$ cat src/verilog/pwr_seq_pkg.sv
// constants for the serdes power-down and clock-stop sequencer
package pwr_seq_pkg;
  // pixel clock cycles between relock and link enable
  localparam int unsigned RELOCK_CYCLES = 4096;
  // cycles the link output enable runs before data may flow (calibration)
  localparam int unsigned CAL_CYCLES    = 16;
  // width of the parallel pixel data bus
  localparam int unsigned PIX_W         = 18;
  // pixel clock edges without which lock is taken as lost
  localparam int unsigned LOCK_LOSS_CYC = 8;
  // reset values
  localparam logic        PD_OUT_RST    = 1'b0;
endpackage

$ cat src/verilog/serdes_power_down_clock_stop.sv
// power-up, power-down and clock-stop sequencing for the serdes
// Operation
// - deserializer outputs enabled, zero until data valid
// - low power-down at power-up keeps device down
// - power-down input acts as logic reset
// - power-down switches off all lane currents
// - power-down drives role-specific outputs low
// - lock loss drives power-down output low
// - clock return powers up, relocks first
// - count cycles after relock, enable link
// - serializer data only after enable and calibration
// - role pin swaps the serial lanes
// - role pin reorders parallel bus pins
// - serializer power-down output follows pixel clock
// - high role pin means serializer, drivers on
// - serial clock is six times pixel clock
module serdes_power_down_clock_stop
  import pwr_seq_pkg::*;
#(
  parameter int unsigned RELOCK_COUNT = RELOCK_CYCLES,
  parameter int unsigned PIX_WIDTH    = PIX_W
) (
  // clock, reset, enable
  input  wire logic                 ref_clk,
  input  wire logic                 rst,
  input  wire logic                 clk_en,
  // pins from outside the clock domain
  input  wire logic                 power_down_n,
  input  wire logic                 serializer_role,
  input  wire logic                 pixel_clock_in,
  // pll status from the analog macro (same domain)
  input  wire logic                 pll_locked,
  // deserializer side: decoded data from the receive path
  input  wire logic                 rx_data_valid,
  input  wire logic [PIX_WIDTH-1:0] rx_pixel_data,
  input  wire logic                 rx_vsync,
  input  wire logic                 rx_hsync,
  input  wire logic                 rx_de,
  input  wire logic                 rx_parity_err,
  input  wire logic                 rx_pixel_clock,
  // serializer power-down output
  output logic                      power_down_out_n,
  // analog enables
  output logic                      pll_enable,
  output logic                      pll_mult_six,
  output logic                      link_drive_en,
  output logic                      link_recv_en,
  output logic                      lane_current_en,
  output logic                      lane_swap,
  output logic                      parallel_reorder,
  output logic                      data_transfer_ok,
  // deserializer parallel outputs
  output logic [PIX_WIDTH-1:0]      pixel_data_out,
  output logic                      pixel_clock_out,
  output logic                      vertical_sync,
  output logic                      horizontal_sync,
  output logic                      data_valid_strobe,
  output logic                      parity_error_pulse,
  output logic                      parallel_out_en
);

  // sequencer states
  typedef enum logic [2:0] {
    ST_DOWN, ST_LOCK, ST_COUNT, ST_CAL, ST_RUN
  } seq_state_t;

  // one counter serves both phases, so size it for the longer one
  localparam int unsigned LONGEST =
    (RELOCK_COUNT > CAL_CYCLES) ? RELOCK_COUNT : CAL_CYCLES;
  localparam int unsigned CW = $clog2(LONGEST + 1);

  // synchroniser flops; first stage read only by the second
  logic [1:0] pd_sync_q;     // power-down pin
  logic [1:0] role_sync_q;   // role select pin
  logic [1:0] pclk_sync_q;   // pixel clock pin
  logic       pclk_prev_q;   // for rising edge detect
  logic       pd_ok;         // synchronised power-down high
  logic       role_ser;      // synchronised serializer role
  logic       pclk_rise;     // pixel clock rising edge
  seq_state_t state_q;       // sequencer state
  logic [CW-1:0] cnt_q;      // relock / calibration counter
  logic       running;       // link fully up

  // true when the counter sits on the last cycle of a phase
  function automatic logic cnt_last(input logic [CW-1:0] cnt,
                                    input int unsigned   total);
    cnt_last = (cnt == CW'(total - 1));
  endfunction

  // bring the pins into the ref_clk domain
  always_ff @(posedge ref_clk or posedge rst) begin
    if (rst) begin
      pd_sync_q   <= 2'h0;
      role_sync_q <= 2'h0;
      pclk_sync_q <= 2'h0;
      pclk_prev_q <= 1'b0;
    end else if (clk_en) begin
      pd_sync_q   <= {pd_sync_q[0], power_down_n};
      role_sync_q <= {role_sync_q[0], serializer_role};
      pclk_sync_q <= {pclk_sync_q[0], pixel_clock_in};
      pclk_prev_q <= pclk_sync_q[1];
    end
  end

  assign pd_ok     = pd_sync_q[1];
  assign role_ser  = role_sync_q[1];
  // only the rising edge matters to the link
  assign pclk_rise = pclk_sync_q[1] & ~pclk_prev_q;

  // sequencer: pd low (or low at power-up) forces the down state
  always_ff @(posedge ref_clk or posedge rst) begin
    if (rst) begin
      state_q <= ST_DOWN;
      cnt_q   <= '0;
    end else if (clk_en) begin
      if (!pd_ok) begin
        // stays down while pin is low
        state_q <= ST_DOWN;
        cnt_q   <= '0;
      end else begin
        case (state_q)
          ST_DOWN: begin
            // deserializer needs no pll; go straight to run
            state_q <= role_ser ? ST_LOCK : ST_RUN;
            cnt_q   <= '0;
          end
          ST_LOCK: begin
            // wait for relock before anything else
            if (pll_locked) begin
              state_q <= ST_COUNT;
            end
            cnt_q <= '0;
          end
          ST_COUNT: begin
            if (!pll_locked) begin
              state_q <= ST_LOCK;
              cnt_q   <= '0;
            end else if (pclk_rise) begin
              if (cnt_last(cnt_q, RELOCK_COUNT)) begin
                state_q <= ST_CAL;
                cnt_q   <= '0;
              end else begin
                cnt_q <= cnt_q + 1'b1;
              end
            end
          end
          ST_CAL: begin
            if (!pll_locked) begin
              state_q <= ST_LOCK;
              cnt_q   <= '0;
            end else if (pclk_rise) begin
              if (cnt_last(cnt_q, CAL_CYCLES)) begin
                state_q <= ST_RUN;
                cnt_q   <= '0;
              end else begin
                cnt_q <= cnt_q + 1'b1;
              end
            end
          end
          ST_RUN: begin
            if (role_ser && !pll_locked) begin
              state_q <= ST_LOCK;
            end
            cnt_q <= '0;
          end
          default: begin
            state_q <= ST_DOWN;
            cnt_q   <= '0;
          end
        endcase
      end
    end
  end

  assign running = (state_q == ST_RUN);

  // analog controls decoded from state and role
  always_comb begin
    lane_current_en  = pd_ok && (state_q != ST_DOWN);
    link_drive_en    = role_ser && (state_q == ST_CAL || running);
    link_recv_en     = !role_ser && lane_current_en;
    // pll multiplies by six in serializer role
    pll_enable       = role_ser && lane_current_en;
    pll_mult_six     = role_ser;
    lane_swap        = !role_ser;
    parallel_reorder = !role_ser;
    data_transfer_ok = running;
    parallel_out_en  = !role_ser && pd_ok;
  end

  // power-down output low on lock loss
  always_ff @(posedge ref_clk or posedge rst) begin
    if (rst) begin
      power_down_out_n <= PD_OUT_RST;
    end else if (clk_en) begin
      power_down_out_n <= pd_ok && role_ser && pll_locked &&
                          (state_q != ST_DOWN) && (state_q != ST_LOCK);
    end
  end

  // deserializer outputs: zero until valid data arrives
  always_ff @(posedge ref_clk or posedge rst) begin
    if (rst) begin
      pixel_data_out     <= '0;
      pixel_clock_out    <= 1'b0;
      vertical_sync      <= 1'b0;
      horizontal_sync    <= 1'b0;
      data_valid_strobe  <= 1'b0;
      parity_error_pulse <= 1'b0;
    end else if (clk_en) begin
      if (!pd_ok || role_ser || !running || !rx_data_valid) begin
        pixel_data_out     <= '0;
        pixel_clock_out    <= 1'b0;
        vertical_sync      <= 1'b0;
        horizontal_sync    <= 1'b0;
        data_valid_strobe  <= 1'b0;
        parity_error_pulse <= 1'b0;
      end else begin
        pixel_data_out     <= rx_pixel_data;
        pixel_clock_out    <= rx_pixel_clock;
        vertical_sync      <= rx_vsync;
        horizontal_sync    <= rx_hsync;
        data_valid_strobe  <= rx_de;
        parity_error_pulse <= rx_parity_err;
      end
    end
  end

  // checks
  a_pd_out_low: assert property (@(posedge ref_clk) disable iff (rst)
    clk_en && !pd_ok |=> !power_down_out_n)
    else $error("power-down output not low while down");
  a_cur_off: assert property (@(posedge ref_clk) disable iff (rst)
    !pd_ok |-> !lane_current_en)
    else $error("lane current on while down");
  // lock may drop in any driving state; the drive must follow it down
  a_drive_gate: assert property (@(posedge ref_clk) disable iff (rst)
    clk_en && link_drive_en && !pll_locked |=> !link_drive_en)
    else $error("link driven without lock");
  a_data_late: assert property (@(posedge ref_clk) disable iff (rst)
    data_transfer_ok |-> state_q == ST_RUN)
    else $error("data allowed before calibration");
  a_des_zero: assert property (@(posedge ref_clk) disable iff (rst)
    clk_en && !pd_ok |=> pixel_data_out == '0 && !vertical_sync)
    else $error("deserializer outputs not low in power-down");
  a_swap_role: assert property (@(posedge ref_clk) disable iff (rst)
    lane_swap == !role_ser)
    else $error("lane swap does not follow role");
  a_lock_loss: assert property (@(posedge ref_clk) disable iff (rst)
    clk_en && state_q == ST_COUNT && !pll_locked && pd_ok
    |=> state_q == ST_LOCK)
    else $error("lock loss not handled");
  a_down_hold: assert property (@(posedge ref_clk) disable iff (rst)
    clk_en && !pd_ok |=> state_q == ST_DOWN)
    else $error("left power-down with pin low");
  // only a serializer may release the remote device from power-down
  a_pdo_role: assert property (@(posedge ref_clk) disable iff (rst)
    clk_en && !role_ser |=> !power_down_out_n)
    else $error("power-down output high in deserializer role");
  // last counted rise after relock opens the link
  a_count_done: assert property (@(posedge ref_clk) disable iff (rst)
    clk_en && pd_ok && state_q == ST_COUNT && pll_locked && pclk_rise &&
    cnt_q == CW'(RELOCK_COUNT - 1) |=> state_q == ST_CAL)
    else $error("link not enabled after relock count");
  // drive may only start from the end of the relock count
  a_drive_rise: assert property (@(posedge ref_clk) disable iff (rst)
    $rose(link_drive_en) |-> $past(state_q) == ST_COUNT)
    else $error("link drive started without relock count");
  // received words reach the panel pins one cycle later
  a_des_follow: assert property (@(posedge ref_clk) disable iff (rst)
    clk_en && pd_ok && !role_ser && running && rx_data_valid
    |=> pixel_data_out == $past(rx_pixel_data))
    else $error("received word not passed to outputs");
  // no pll in deserializer role
  a_pll_off: assert property (@(posedge ref_clk) disable iff (rst)
    !role_ser |-> !pll_enable)
    else $error("pll enabled in deserializer role");
  c_count_done: cover property (@(posedge ref_clk) disable iff (rst)
    state_q == ST_COUNT ##1 state_q == ST_CAL);
  c_ser_run: cover property (@(posedge ref_clk) disable iff (rst)
    role_ser && running);
  c_des_out: cover property (@(posedge ref_clk) disable iff (rst)
    !role_ser && data_valid_strobe);
  c_relock: cover property (@(posedge ref_clk) disable iff (rst)
    state_q == ST_RUN ##1 state_q == ST_LOCK);

endmodule

$ cat config.mk
export PLATFORM = sky130hd
export DESIGN_NAME = serdes_power_down_clock_stop
export DESIGN_NICKNAME = d
export VERILOG_FILES = /design/src/verilog/pwr_seq_pkg.sv /design/src/verilog/serdes_power_down_clock_stop.sv
export SDC_FILE = /design/constraint.sdc
export NUM_CORES = 1
export LEC_CHECK = 0
export ABC_AREA = 1
export BUFFER_PORTS_ARGS = -buffer_cell sky130_fd_sc_hd__clkbuf_2
export CAP_MARGIN = 5
export CELL_PAD_IN_SITES_DETAIL_PLACEMENT = 1
export CELL_PAD_IN_SITES_GLOBAL_PLACEMENT = 1
export CORE_AREA = 2 2 69 104
export DETAILED_ROUTE_END_ITERATION = 12
export DIE_AREA = 0 0 71 106
export GPL_TIMING_DRIVEN = 0
export PLACE_DENSITY = 0.79
export SLEW_MARGIN = 5
export SYNTH_ARGS = -nofsm -noshare
export SYNTH_HDL_FRONTEND = slang
export SYNTH_SLANG_ARGS = --single-unit
$ cat constraint.sdc
create_clock -name ref_clk -period 1.5 [get_ports ref_clk]
set_input_delay 0.3 -clock ref_clk [delete_from_list [all_inputs] [get_ports ref_clk]]
set_output_delay 0.3 -clock ref_clk [all_outputs]
set_load 0.02 [all_outputs]
# ---- After elaboration in Yosys (flattened, before gate mapping)
# Cells that the tools add are included.
dict set report classes {
  add_sub_neg 1
  eq_ne 13
  muxes 25
  bitwise_logic 2
  n_reduce_logical 23
}
# cell count
set ops {}
lappend ops {{$mux W13} 7}
lappend ops {{$mux W3} 10}
lappend ops {{$pmux W13 S2} 1}
lappend ops {{$mux W18} 1}
lappend ops {{$ne A4 B4 Y1 const B} 4}
lappend ops {{$pmux W3 S5} 1}
lappend ops {{$add A13 B1 Y13 const B} 1}
lappend ops {{$eq A13 B12 Y1 const B} 1}
lappend ops {{$eq A13 B4 Y1 const B} 1}
lappend ops {{$logic_and A1 B1 Y1} 10}
lappend ops {{$reduce_and A7 Y1} 1}
lappend ops {{$eq A3 B2 Y1 const B} 2}
lappend ops {{$logic_not A1 Y1} 5}
lappend ops {{$mux W1} 5}
lappend ops {{$logic_or A1 B1 Y1} 4}
lappend ops {{$eq A3 B1 Y1 const B} 1}
lappend ops {{$eq A3 B3 Y1 const B} 1}
lappend ops {{$logic_not A3 Y1} 1}
lappend ops {{$ne A3 B1 Y1 const B} 1}
lappend ops {{$ne A3 B2 Y1 const B} 1}
lappend ops {{$ne A3 B3 Y1 const B} 1}
lappend ops {{$reduce_and A3 Y1} 1}
lappend ops {{$reduce_bool A3 Y1} 1}
lappend ops {{$and A1 B1 Y1} 1}
lappend ops {{$not A1 Y1} 1}
dict set report totals {
  ff_bits 47
  in_bits 31
  output_inout_bits 33
  wordCells 77
}

# ---- Logic depth before layout (Yosys ltp)
dict set report depth {
  ltp_word 6
  mapped_depth 10
  ltp_nobuf 9
}

# ---- Worst setup path before layout
# No wires, ideal clock.
dict set report synth_path {
  path_type {reg-to-output}
  startpoint {reg role_sync_q[1]}
  endpoint {out pll_enable}
  arrival_ns 1.270
  required_time_ns 1.200
  path_slack_ns -0.070
  stages_incl_launch_ff 3
  n_path_buf 0
  cell_sequence {dfrtp_1 inv_1 nor3_1}
}
dict set report synth_via {
  elab_chain_len 1
}
# element line_no
set synth_lines {}
lappend synth_lines {{from (decl)} serdes_power_down_clock_stop.sv:74} ;# logic [1:0] role_sync_q;
lappend synth_lines {{from (signal assigned)} serdes_power_down_clock_stop.sv:99} ;# role_sync_q <= {role_sync_q[0], serializer_role};
lappend synth_lines {{$logic_and A1 B1 Y1} serdes_power_down_clock_stop.sv:183} ;# pll_enable = role_ser && lane_current_en;
lappend synth_lines {{to (decl)} serdes_power_down_clock_stop.sv:44} ;# output logic pll_enable,
# No other way between the ends.

# ---- Worst setup path in the final report
dict set report layout_path {
  startpoint {reg cnt_q[1]}
  endpoint {reg cnt_q[12]}
}
dict set report layout_via {
  elab_chain_len 6
  elab_cells_between_ends 11
  classes_between {add/sub (1); eq/ne (2); mux (8)}
}
# element line_no
set layout_lines {}
lappend layout_lines {{from (decl)} serdes_power_down_clock_stop.sv:81} ;# logic [CW-1:0] cnt_q;
lappend layout_lines {{from (signal assigned)} serdes_power_down_clock_stop.sv:143} ;# cnt_q <= cnt_q + 1'b1;
lappend layout_lines {{from (signal assigned)} serdes_power_down_clock_stop.sv:156} ;# cnt_q <= cnt_q + 1'b1;
lappend layout_lines {{$add A13 B1 Y13, or another cell as far along} {serdes_power_down_clock_stop.sv:143, serdes_power_down_clock_stop.sv:156}}
lappend layout_lines {{$mux W13 (on tied branches)} {serdes_power_down_clock_stop.sv:152, serdes_power_down_clock_stop.sv:139}}
lappend layout_lines {{$mux W13 (on tied branches)} {serdes_power_down_clock_stop.sv:151, serdes_power_down_clock_stop.sv:138}}
lappend layout_lines {{$mux W13 (on tied branches)} {serdes_power_down_clock_stop.sv:148, serdes_power_down_clock_stop.sv:135}}
lappend layout_lines {{$pmux W13 S2 (*)} serdes_power_down_clock_stop.sv:121} ;# case (state_q)
lappend layout_lines {{$mux W13 (*)} serdes_power_down_clock_stop.sv:116} ;# if (!pd_ok) begin
# Mark *: on every way between the ends. The rest lies on a longest branch, timed or not. The select of a mux whose other input is x is not followed.
# A chain may end at the register's enable or synchronous reset.

==> results.yml <==
status:
  outcome: "complete, but fails checks"
  violations: "setup timing"
sta:
  hold_violations: 0
  finalMaxSlewViolations: 0
  relSlewSlack: 0.7165
  period_needed_ns: 1.609
  fin_crit_sh: 1.073
  postLayoutSetupSlackWorst_ns: -0.1089
  fmax_mhz: 621.5
  rsz0062_at_grt: "true"
  setup_violations: 18
  tns_ns: -1.309
  fin_skew_ns: 0.007442
  worst_slew_pin_slew_ns: 0.4252
global_route:
  grt_pass1_wl_um: 12480
  grt_usage: 0.2072
  antenna_found_initial: 0
  grt_pass1_vias: 2598
  overflow: 0
  grt_max_degree: 39
synth:
  ys_top_cells_by_count: "nand2_1 (108), dfrtp_1 (47), o21ai_0 (32), inv_1 (25), nor2_1 (25)"
  synth_area_leader_cell: "dfrtp_1"
  synth_top_area_share: 0.4878
  syn_area_mm2: 0.002411
  yosysSeqAreaShare: 0.4878
  ys_seq_elements: 47
  synth_area_leaders: "dfrtp_1 (49%), nand2_1 (17%), o21ai_0 (6.6%)"
  syn_avg_cell_area_um2: 7.654
  synth_ff_type: "dfrtp_1"
  ys_warn_count: 0
  async_flop_share: 1.000
  synth.most_common_cell: "nand2_1"
  syn-num-nets: 347
  yosysUniqueCellTypes: 27
  synth_edf_count: 0
  syn_inst: 315
die:
  row_count: 37
  start_util: 0.3592
  die-area_mm2: 0.007526
  num_io_pins: 64
  core-area_mm2: 0.006713
  die_y_um: 106
  die_x_um: 71
clock_tree:
  cts_buffers: 5
  cts_root_buf: "clkbuf_8"
  h-tree-depth: 2
  cts.path.max_buffers: 2
  insertion_delay_ns: 0.30
  clkTransAtPathRegs_ns: 0.09
  cts_tree: "done"
  clock-sinks: 47
placement:
  globalplace.congestion: 0.8648
  dp.cells: 456
  place_area_mm2: 0.002844
  dp_hpwl_um: 5139
  port_buffers: 62
worst_hold_path:
  min_to: "pd_sync_q[0]$_DFFE_PP0P_"
  worstHoldPathCells: 3
  min-delay-start: "power_down_n"
  min_path_type: "in -> reg"
power:
  ir_drop_uv: 608.2
  p_leak_uw: 0.001692
  p_per_area_mw_per_mm2: 885.8
detailed_routing:
  wl_per_cell_um: 16.42
  first_pass_iters: 4
  first_iter_violations: 101
  drcViolationCount: 0
  via_count: 2543
  vias_per_cell: 5.190
  final_antenna_net_count: 0
  wl_um: 8047
finish:
  fin_util: 0.5122
  final_cells: 490
  layout-drive-gt1-share: 0.4248
  areaGrowthSynthToFinish_pct: 42.61
  nets: 443
  n_antenna_cell: 0
  stdcell_area_mm2: 0.003438
critical_path:
  cp_data_arrival_time_ns: 1.80
  end_kind: "flop"
  r2r-start: "cnt_q[1]$_DFFE_PP0P_"
  r2r_slack_ns: -0.11
  r2r.worst_path.cells: 9
  required_ns: 1.70
  path_max_fanout: 5
  rr_endpoint: "cnt_q[12]$_DFFE_PP0P_"
  critPathLaunchType: "flop"
  crit_type: "reg -> reg"
flow_run:
  cap_violations: 0
==> registers in the layout (all words and copies together) (netlist names) <==
signal and flops:
role_sync_q 2, state_q 3, pd_sync_q 2, horizontal_sync 1
pclk_sync_q 2, parity_error_pulse 1, pclk_prev_q 1, pixel_data_out 18
cnt_q 13, vertical_sync 1, power_down_out_n 1, data_valid_strobe 1
pixel_clock_out 1
==> metal layers <==
layer | up-vias | wire length (µm) | GRT usage
li1 | 1202 | - | -
met1 | 1247 | 3140 | 0.2309
met2 | 77 | 4329 | 0.3805
met3 | 17 | 352 | 0.03981
met4 | 0 | 225 | 0.08086
met5 | - | 0 | 0
==> worst max path at each step <==
stage	from	endpoint	slack [ns]
2_1_floorplan	role_sync_q[1]$_DFFE_PP0P_	state_q[2]$_DFFE_PP0P_	0.03
3_3_place_gp	rst	pixel_data_out[2]$_DFFE_PP0P_	-0.58
3_5_place_dp	cnt_q[0]$_DFFE_PP0P_	cnt_q[10]$_DFFE_PP0P_	-0.16
4_1_cts	state_q[1]$_DFFE_PP0P_	link_drive_en	-0.1
5_1_grt	state_q[0]$_DFFE_PP0P_	link_recv_en	-0.17
6_report	cnt_q[1]$_DFFE_PP0P_	cnt_q[12]$_DFFE_PP0P_	-0.11
==> layout make-up <==
type / count / area, µm²
repair buffers: 89 / 561.8
plain buffers: 13 / 96.34
fillers: 818 / 3274
inverters: 28 / 112.6
clock buffers: 6 / 82.58
flip-flops and latches: 47 / 1181
clock inverters: 2 / 35.03
well taps: 78 / 97.59
multi-input cells: 227 / 1271
==> where the power goes <==
group / leakage, µW / internal (µW) / switching [µW]
sequential: 0.000638 / 1320 / 65.1
clock: 0.0000612 / 540 / 447
combinational: 0.000993 / 283 / 394
==> critical path: stages, from the launching register on <==
cell     delay [ns]
dfrtp_1        0.42
ha_4           0.19
nand2_4        0.06
nor2_4         0.14
nand4_1        0.16
nand2_1        0.12
nand2_2        0.10
buf_6          0.16
nand3_2        0.07
o21ai_1        0.07
==> cell families (layout without fill, tap and decap cells) <==
family          count (synthesis)  after routing  synth area share
compound gates                 58             58            0.1282
simple gates                  167            167            0.2974
buf+inv                        41            138           0.07784
xor+xnor                        1              1          0.003633
fa+ha+maj                       1              1          0.005189
flops                          47             47            0.4878
==> placed cells by master, fill, tap and decap left out, types with 6 or more instances in the layout <==
| cell type | count |
|---|---|
| o21ai_0 | 21 |
| a21oi_1 | 8 |
| nor2_4 | 6 |
| buf_4 | 25 |
| nand4_1 | 8 |
| a21oi_2 | 13 |
| clkbuf_8 | 6 |
| buf_6 | 7 |
| nand2_1 | 92 |
| nand2_2 | 16 |
| o21ai_1 | 11 |
| inv_2 | 6 |
| nor2_1 | 17 |
| inv_1 | 19 |
| buf_2 | 6 |
| dfrtp_1 | 43 |
| clkbuf_2 | 57 |
==> stage by stage <==
stage	setup WS, ns	total power, µW	hold WS, ns
final	-0.1089	3045	0.1898
after floorplan	0.02777	1663	0.4124
after detailed placement	-0.1553	1835	0.2259
after global routing	-0.1693	3183	0.2126
after CTS	-0.09902	2952	0.1862
after global placement	-0.5802	1817	0.4530
==> timing repair <==
action                                 4_1_cts  5_1_grt
setup endpoints to repair                   43       43
buffers inserted                            17        7
resized for setup                           40       62
pin swaps                                   10        7
endpoints found under the hold margin        9        0
cloned                                       1        0
hold buffers                                 1        0
Power figures use the tool's default switching activity.
